File: src/core/tos_pkg.sv
package tos_pkg;

  // Entry layout.
  localparam int unsigned ENTRY_BITS     = 32;
  localparam int unsigned ENTRIES_BATCH  = 5;
  localparam int unsigned IMAGE_BITS     = ENTRY_BITS * ENTRIES_BATCH;
  localparam int unsigned QUEUE_DEPTH    = 31;
  localparam int unsigned STAGE_DEPTH    = 8;
  localparam int unsigned LEVEL0_BIT     = 7;
  localparam int unsigned LEVEL1_BIT     = 6;
  localparam int unsigned ENABLE0_BIT    = 5;
  localparam int unsigned ENABLE1_BIT    = 4;
  localparam int unsigned LAST_FLAG_BIT  = 6;
  localparam logic [7:0]  RN_RESET       = 8'h00;
  localparam logic [1:0]  OUT_RESET      = 2'h0;

  typedef struct packed {
    logic [7:0]  control;
    logic [7:0]  running_number;
    logic [15:0] target_microseconds;
  } tos_timed_output_entry_s;

  typedef struct packed {
    logic [7:0] last_running_number;
    logic [7:0] next_running_number;
    logic [7:0] queue_count;
    logic       queue_full;
    logic       stage_full;
  } tos_input_image_s;

endpackage : tos_pkg

File: src/core/tos_scheduler.sv
`timescale 1ns/10ps
// Operation
// - A channel's level reaches its pin only while that channel's enable bit is set.
// - When ticker equals head entry's target, apply its bits and remove it.
// - Entries are applied strictly in written order, each discarded once issued.
// - Each image write appends its entries behind waiting ones, up to five per batch, stopping after one whose running number has bit 6 set.
// - The output image is twenty bytes: five entries of four bytes each.
// - Scheduler status is reported to the host through the input image.
module tos_scheduler
  import tos_pkg::*;
#(
  parameter int unsigned QDEPTH = QUEUE_DEPTH,
  parameter int unsigned SDEPTH = STAGE_DEPTH
) (
  // Clock and reset
  input  wire logic                  mclk,
  input  wire logic                  resetn,
  // Output image from the host
  input  wire logic                  image_write,
  input  wire logic [IMAGE_BITS-1:0] output_image,
  output logic                       image_ready,
  // Microsecond ticker from the host
  input  wire logic [15:0]           ticker_us,
  // Output pins
  output logic [1:0]                 dout,
  output logic [1:0]                 dout_enable,
  // Input image to the host
  output tos_input_image_s           input_image
);

  localparam int unsigned QAW = $clog2(QDEPTH);
  localparam int unsigned QCW = $clog2(QDEPTH+1);
  localparam int unsigned BIW = $clog2(ENTRIES_BATCH+1);
  localparam int unsigned SCW = $clog2(SDEPTH+1);

  typedef enum logic [1:0] {
    TOS_IDLE   = 2'b01,
    TOS_UNPACK = 2'b10
  } tos_state_e;

  // Ticker is from the host's domain: three stages before use.
  // A word is taken only when two samples in a row agree, so a sample torn across changing bits is never used.
  logic [15:0] tick_s1_q, tick_s2_q, tick_s3_q;
  logic [15:0] tick_q, tick_d;

  // Batch unpacker.
  tos_state_e                  state_q, state_d;
  logic [IMAGE_BITS-1:0]       batch_q, batch_d;
  logic [BIW-1:0]              idx_q, idx_d;
  tos_timed_output_entry_s     cur_entry;
  logic                        stage_in_valid, stage_in_ready;
  logic                        stage_out_valid, stage_out_ready;
  logic [ENTRY_BITS-1:0]       stage_out_data;
  logic [SCW-1:0]              stage_count;

  // Main queue.
  tos_timed_output_entry_s     queue_q [QDEPTH];
  logic [QAW-1:0]              qwr_q, qwr_d, qrd_q, qrd_d;
  logic [QCW-1:0]              qcnt_q, qcnt_d;
  logic                        qpush, qpop;
  tos_timed_output_entry_s     head;

  // Outputs and status.
  logic [1:0]                  level_q, level_d, en_q, en_d;
  logic [1:0]                  dout_q, dout_d;
  logic [7:0]                  last_rn_q, last_rn_d, next_rn_q, next_rn_d;
  logic                        image_ready_q, image_ready_d;

  assign cur_entry = tos_timed_output_entry_s'(batch_q[IMAGE_BITS-1 -: ENTRY_BITS]);

  always_comb begin
    tick_d = tick_q;
    if (tick_s2_q == tick_s3_q) begin
      tick_d = tick_s2_q;
    end
  end

  always_ff @(posedge mclk or negedge resetn) begin
    if (!resetn) begin
      tick_s1_q <= 16'h0000;
      tick_s2_q <= 16'h0000;
      tick_s3_q <= 16'h0000;
      tick_q    <= 16'h0000;
    end else begin
      tick_s1_q <= ticker_us;
      tick_s2_q <= tick_s1_q;
      tick_s3_q <= tick_s2_q;
      tick_q    <= tick_d;
    end
  end

  // Unpacker walks the latched batch entry by entry into the stage FIFO.
  always_comb begin
    state_d        = state_q;
    batch_d        = batch_q;
    idx_d          = idx_q;
    stage_in_valid = 1'b0;
    image_ready_d  = 1'b0;
    last_rn_d      = last_rn_q;
    unique case (state_q)
      TOS_IDLE: begin
        image_ready_d = 1'b1;
        if (image_write && image_ready_q) begin
          batch_d       = output_image;
          idx_d         = '0;
          state_d       = TOS_UNPACK;
          image_ready_d = 1'b0;
        end
      end
      TOS_UNPACK: begin
        stage_in_valid = 1'b1;
        if (stage_in_ready) begin
          last_rn_d = cur_entry.running_number;
          batch_d   = batch_q << ENTRY_BITS;
          idx_d     = idx_q + BIW'(1);
          // Stop after five entries or after the marked last one.
          if (idx_q == BIW'(ENTRIES_BATCH-1) || cur_entry.running_number[LAST_FLAG_BIT]) begin
            state_d       = TOS_IDLE;
            image_ready_d = 1'b1;
          end
        end
      end
    endcase
  end

  always_ff @(posedge mclk or negedge resetn) begin
    if (!resetn) begin
      state_q       <= TOS_IDLE;
      batch_q       <= '0;
      idx_q         <= '0;
      image_ready_q <= 1'b0;
      last_rn_q     <= RN_RESET;
    end else begin
      state_q       <= state_d;
      batch_q       <= batch_d;
      idx_q         <= idx_d;
      image_ready_q <= image_ready_d;
      last_rn_q     <= last_rn_d;
    end
  end

  tos_fifo #(
    .WIDTH (ENTRY_BITS),
    .DEPTH (SDEPTH)
  ) u_stage (
    .mclk      (mclk),
    .resetn    (resetn),
    .in_valid  (stage_in_valid),
    .in_ready  (stage_in_ready),
    .in_data   (cur_entry),
    .out_valid (stage_out_valid),
    .out_ready (stage_out_ready),
    .out_data  (stage_out_data),
    .count     (stage_count)
  );

  // Main queue of up to 31 entries, filled in order from the stage FIFO.
  assign stage_out_ready = (qcnt_q != QCW'(QDEPTH));
  assign qpush           = stage_out_valid && stage_out_ready;
  assign head            = queue_q[qrd_q];
  assign qpop            = (qcnt_q != '0) && (tick_q == head.target_microseconds);

  always_comb begin
    qwr_d     = qwr_q;
    qrd_d     = qrd_q;
    qcnt_d    = qcnt_q;
    level_d   = level_q;
    en_d      = en_q;
    next_rn_d = next_rn_q;
    if (qpush) begin
      qwr_d = (qwr_q == QAW'(QDEPTH-1)) ? '0 : qwr_q + QAW'(1);
    end
    if (qpop) begin
      level_d   = {head.control[LEVEL1_BIT], head.control[LEVEL0_BIT]};
      en_d      = {head.control[ENABLE1_BIT], head.control[ENABLE0_BIT]};
      qrd_d     = (qrd_q == QAW'(QDEPTH-1)) ? '0 : qrd_q + QAW'(1);
    end
    if (qcnt_q != '0) begin
      next_rn_d = head.running_number;
    end
    if (qpush && !qpop) begin
      qcnt_d = qcnt_q + QCW'(1);
    end else if (qpop && !qpush) begin
      qcnt_d = qcnt_q - QCW'(1);
    end
    dout_d = level_d & en_d;
  end

  always_ff @(posedge mclk or negedge resetn) begin
    if (!resetn) begin
      qwr_q     <= '0;
      qrd_q     <= '0;
      qcnt_q    <= '0;
      level_q   <= OUT_RESET;
      en_q      <= OUT_RESET;
      dout_q    <= OUT_RESET;
      next_rn_q <= RN_RESET;
    end else begin
      qwr_q     <= qwr_d;
      qrd_q     <= qrd_d;
      qcnt_q    <= qcnt_d;
      level_q   <= level_d;
      en_q      <= en_d;
      dout_q    <= dout_d;
      next_rn_q <= next_rn_d;
    end
  end

  always_ff @(posedge mclk) begin
    if (qpush) begin
      queue_q[qwr_q] <= tos_timed_output_entry_s'(stage_out_data);
    end
  end

  assign dout        = dout_q;
  assign dout_enable = en_q;
  assign image_ready = image_ready_q;

  // Status for the input image, all registered.
  tos_input_image_s status_q;
  always_ff @(posedge mclk or negedge resetn) begin
    if (!resetn) begin
      status_q <= '0;
    end else begin
      status_q.last_running_number <= last_rn_q;
      status_q.next_running_number <= next_rn_q;
      status_q.queue_count         <= 8'(qcnt_q);
      status_q.queue_full          <= (qcnt_q == QCW'(QDEPTH));
      status_q.stage_full          <= (stage_count == SCW'(SDEPTH));
    end
  end
  assign input_image = status_q;

endmodule : tos_scheduler

File: src/core/tos_fifo.sv
`timescale 1ns/10ps
module tos_fifo
  import tos_pkg::*;
#(
  parameter int unsigned WIDTH = ENTRY_BITS,
  parameter int unsigned DEPTH = STAGE_DEPTH
) (
  // Clock and reset
  input  wire logic             mclk,
  input  wire logic             resetn,
  // Write side
  input  wire logic             in_valid,
  output logic                  in_ready,
  input  wire logic [WIDTH-1:0] in_data,
  // Read side
  output logic                  out_valid,
  input  wire logic             out_ready,
  output logic [WIDTH-1:0]      out_data,
  // Fill level
  output logic [$clog2(DEPTH+1)-1:0] count
);

  localparam int unsigned AW = $clog2(DEPTH);
  localparam int unsigned CW = $clog2(DEPTH+1);

  logic [WIDTH-1:0] mem_q [DEPTH];
  logic [AW-1:0]    wr_q, wr_d, rd_q, rd_d;
  logic [CW-1:0]    cnt_q, cnt_d;
  logic             push, pop;

  assign in_ready  = (cnt_q != CW'(DEPTH));
  assign out_valid = (cnt_q != '0);
  assign out_data  = mem_q[rd_q];
  assign count     = cnt_q;
  assign push      = in_valid && in_ready;
  assign pop       = out_valid && out_ready;

  always_comb begin
    wr_d  = wr_q;
    rd_d  = rd_q;
    cnt_d = cnt_q;
    if (push) begin
      wr_d = (wr_q == AW'(DEPTH-1)) ? '0 : wr_q + AW'(1);
    end
    if (pop) begin
      rd_d = (rd_q == AW'(DEPTH-1)) ? '0 : rd_q + AW'(1);
    end
    if (push && !pop) begin
      cnt_d = cnt_q + CW'(1);
    end else if (pop && !push) begin
      cnt_d = cnt_q - CW'(1);
    end
  end

  always_ff @(posedge mclk or negedge resetn) begin
    if (!resetn) begin
      wr_q  <= '0;
      rd_q  <= '0;
      cnt_q <= '0;
    end else begin
      wr_q  <= wr_d;
      rd_q  <= rd_d;
      cnt_q <= cnt_d;
    end
  end

  // Storage carries no reset so it maps to plain RAM.
  always_ff @(posedge mclk) begin
    if (push) begin
      mem_q[wr_q] <= in_data;
    end
  end

endmodule : tos_fifo

File: config.mk
export PLATFORM = sky130hd
export DESIGN_NAME = tos_scheduler
export DESIGN_NICKNAME = d
export VERILOG_FILES = /design/src/core/tos_pkg.sv /design/src/core/tos_scheduler.sv /design/src/core/tos_fifo.sv
export SDC_FILE = /design/constraint.sdc
export NUM_CORES = 2
export LEC_CHECK = 0
export BUFFER_PORTS_ARGS = -buffer_cell sky130_fd_sc_hd__buf_2
export CORE_ASPECT_RATIO = 1.5
export CORE_UTILIZATION = 55
export DETAILED_ROUTE_END_ITERATION = 12
export PLACE_DENSITY = 0.75
export SLEW_MARGIN = 20
export SYNTH_ARGS = -nofsm -noshare
export SYNTH_HDL_FRONTEND = slang
export SYNTH_SLANG_ARGS = --single-unit
export TNS_END_PERCENT = 100
File: constraint.sdc
create_clock -name mclk -period 4.2 [get_ports mclk]
set_input_delay 0.21 -clock mclk [delete_from_list [all_inputs] [get_ports mclk]]
set_output_delay 0.21 -clock mclk [all_outputs]
set_load 0.02 [all_outputs]
==> results.cfg <==
[yosys]
synth_flop_cell = edfxtp_1
yosys_warnings = 0
yosysTopAreaCell = edfxtp_1
synth_top_area_share = 0.619
synth_edf_count = 1092
synth.most_common_cell = edfxtp_1
async_flop_share = 0.204
yosys-top-cells-area = edfxtp_1 62%, dfrtp_1 13%, mux4_2 10%
seq_area_frac_synth = 0.752
syn-mean-instance-area_um2 = 19.3
ys_types = 60
syn_area_mm2 = 0.0529
netlist_top_cells_count = 1,092 x edfxtp_1, 279 x dfrtp_1, 243 x mux4_2
ys_ff_latch = 1372
synthCells = 2744

[worst_setup_path]
critPathCaptureType = register
crit_required_ns = 4.80
crit_type = register to register
start_kind = register
cp_max_fo = 6
critPathArrivalTime_ns = 4.91
reg2reg_setup_slack_ns = -0.11

[timing]
rsz0062_at_grt = true
slew_viol_final = 0
relSlewSlack = 0.276
worst_clock_skew_ns = 0.0307
min_period_ns = 4.31
setup_viol = 2
tightest_slew_ns = 1.08
finalHoldViolations = 0
fin_crit_sh = 1.03
setup_ws_ns = -0.110
max_freq_mhz = 232

[final_layout]
multi_input_area_mm2 = 0.0129
nNetsFinal = 3434
drive_gt1_frac = 0.282
finish.instance_area_mm2 = 0.0625
utilization = 0.655
syn_to_final_growth_pct = 18.1
seqCellArea_mm2 = 0.0398
fill_cells = 5958

[placement]
io_buffers = 186
dp_slack_ns = -0.233
gp_congestion = 0.840
placed_cell_area_mm2 = 0.0564
hpwl_um = 70300

[clock_tree]
clock_latency_ns = 0.72
cts_buffers = 119
cts_buffer_depth = 3
htreeDepth = 3
clk_pin_slew_ns = 0.07
root_buffer = clkbuf_16
cts_sinks = 1372
cts_tree = done

[detailed_routing]
avgRoutedWirePerCell_um = 27.3
first_iter_violations = 2897
vias = 28300
final_antenna_net_count = 0
first_pass_iters = 9
post-route-drc-count = 2
routed_wirelength_um = 126000
viasPerCell = 6.14

[pwr]
p_leak_nw = 21.7
combPwrFrac = 0.219
p_per_area_mw_per_mm2 = 674
clock_power_share = 0.262
p_switching_mw = 12.6
seqPwrFrac = 0.519
p_int_mw = 29.5
swShare = 0.300
vdd_drop_max_v = 0.000656

[run]
maxCapViolations = 0

[run_status]
status = complete, but fails checks
violations = design-rule violations, negative setup slack

[grt]
antenna_found_initial = 2
grt_pass1_wl_um = 187000
grtUsageTotal = 0.260
gr-total-overflow = 0
first_global_vias = 29900
grt_max_degree = 114

[die]
rows = 139
die_h_um = 382
start_util = 0.555
pin_count = 210
coreArea_mm2 = 0.0955
fp.dieW_um = 255
die_area_mm2 = 0.0975

[worst_hold_path]
worst_hold_path_type = input pin to async pin
metal layers:
layer	vias up	part of all wire	routed length [um]	GRT usage
li1	11900	-	-	-
met1	14600	0.36	45100	0.314
met2	1469	0.53	66700	0.465
met3	310	0.073	9180	0.0350
met4	0	0.039	4960	0.114
met5	-	0	0	0
flip-flops by register name (all words and copies together), names as in the netlist, 2 cells and up:
signal and flops:
level_q 2, last_rn_q 8, u_stage.mem_q 224, tick_s3_q 16, u_stage.wr_q 3, u_stage.rd_q 3
queue_q 868, qwr_q 5, batch_q 140, qcnt_q 5, u_stage.count 4, state_q 2
dout_enable 2, tick_q 16, idx_q 3, next_rn_q 8, dout 2, tick_s1_q 16
input_image 23, qrd_q 5, tick_s2_q 16
power by group through the flow:
stage	registers [mW]	clock network, mW	logic (mW)
floorplan	21.5	0	5.66
global placement	21.8	0	8.37
detailed placement	22.1	0	8.78
CTS	21.8	11.1	8.96
global route	22.2	11.6	9.82
finish	21.9	11.0	9.22
kinds of logic after synthesis:
group                      Yosys count  synth area share
other                                1         0.0000708
and+or+nand+nor                    324            0.0271
adders and majority gates           21           0.00525
DFF                               1372             0.752
muxes                              511             0.159
buffers and inverters              168            0.0142
AOI/OAI and AO/OA                  307            0.0364
xor gates and xnor gates            40           0.00662
critical path, stage by stage, from the launching register on:
cell and delay [ns]:
dfrtp_4 0.54, buf_12 0.17, bufbuf_16 0.27, buf_4 0.14, mux2i_1 0.15, o21ai_0 0.20, a211oi_2 0.39, nor3_2 0.10
nor4b_4 0.25, buf_4 0.20, nand3_4 0.09, nor4_4 0.32, inv_2 0.15, ha_4 0.20, inv_4 0.06, buf_6 0.10
fa_2 0.21, a21o_1 0.14, a21oi_2 0.07, xnor2_1 0.17, nor2_1 0.09, xor2_1 0.16
layout by cell type (no fill, tap or decap), drive strengths merged, types with 10 or more instances in the layout:
cell type       n
edfxtp       1092
buf           359
dfrtp         279
mux4          254
nand2         203
mux2i         200
clkbuf        175
o21ai         159
dlygate4sd3   158
mux2           57
nor2           50
a22o           41
clkinv         38
xnor2          30
a21oi          24
ha             19
inv            19
o221ai         18
a22oi          14
xor2           10
nand2b         10
nand3          10
a211oi         10
metrics by stage:
stage / total power [mW] / hold slack [ns] / setup TNS [ns] / std cells
after detailed placement: 30.9 / 0.264 / -0.422 / 4202
final: 42.1 / 0.0675 / -0.185 / 4610
after global routing: 43.6 / 0.124 / -0.528 / 4610
after CTS: 41.9 / 0.0825 / 0 / 4602
after global placement: 30.2 / 0.256 / -0.330 / 4202
after floorplan: 27.1 / -0.0856 / 0 / 2746
repair_timing:
action	CTS	global route
endpoints found under the hold margin	243	0
gates resized for setup	30	32
endpoints found under the setup margin	3	3
cloned	3	0
buffers inserted	14	6
pin swaps	11	29
hold buffers	158	0
worst paths after layout:
| kind | startpoint | endpoint | depth (start not counted) |
|---|---|---|---|
| min in group mclk | ticker_us[3] | tick_s1_q[3] | 2 |
| max in group asynchronous | resetn | batch_q[69] | 3 |
| hold / removal | resetn | tick_s2_q[8] | 2 |
| setup reg to reg | qrd_q[0] | qcnt_q[4] | 21 |
| setup / recovery | qrd_q[0] | qcnt_q[4] | 21 |
| hold reg to reg | tick_s1_q[11] | tick_s2_q[11] | 0 |
final cells by class:
type	instances	share of cell area
clock buffer	175	0.0564
sequential	1372	0.637
tap	1269	0.0254
timing repair buffer	518	0.0672
multi-input combinational	1206	0.207
antenna	2	0.0000800
clock inverter	51	0.00678
inverter	17	0.00106
(Power assumes the default switching activity.)
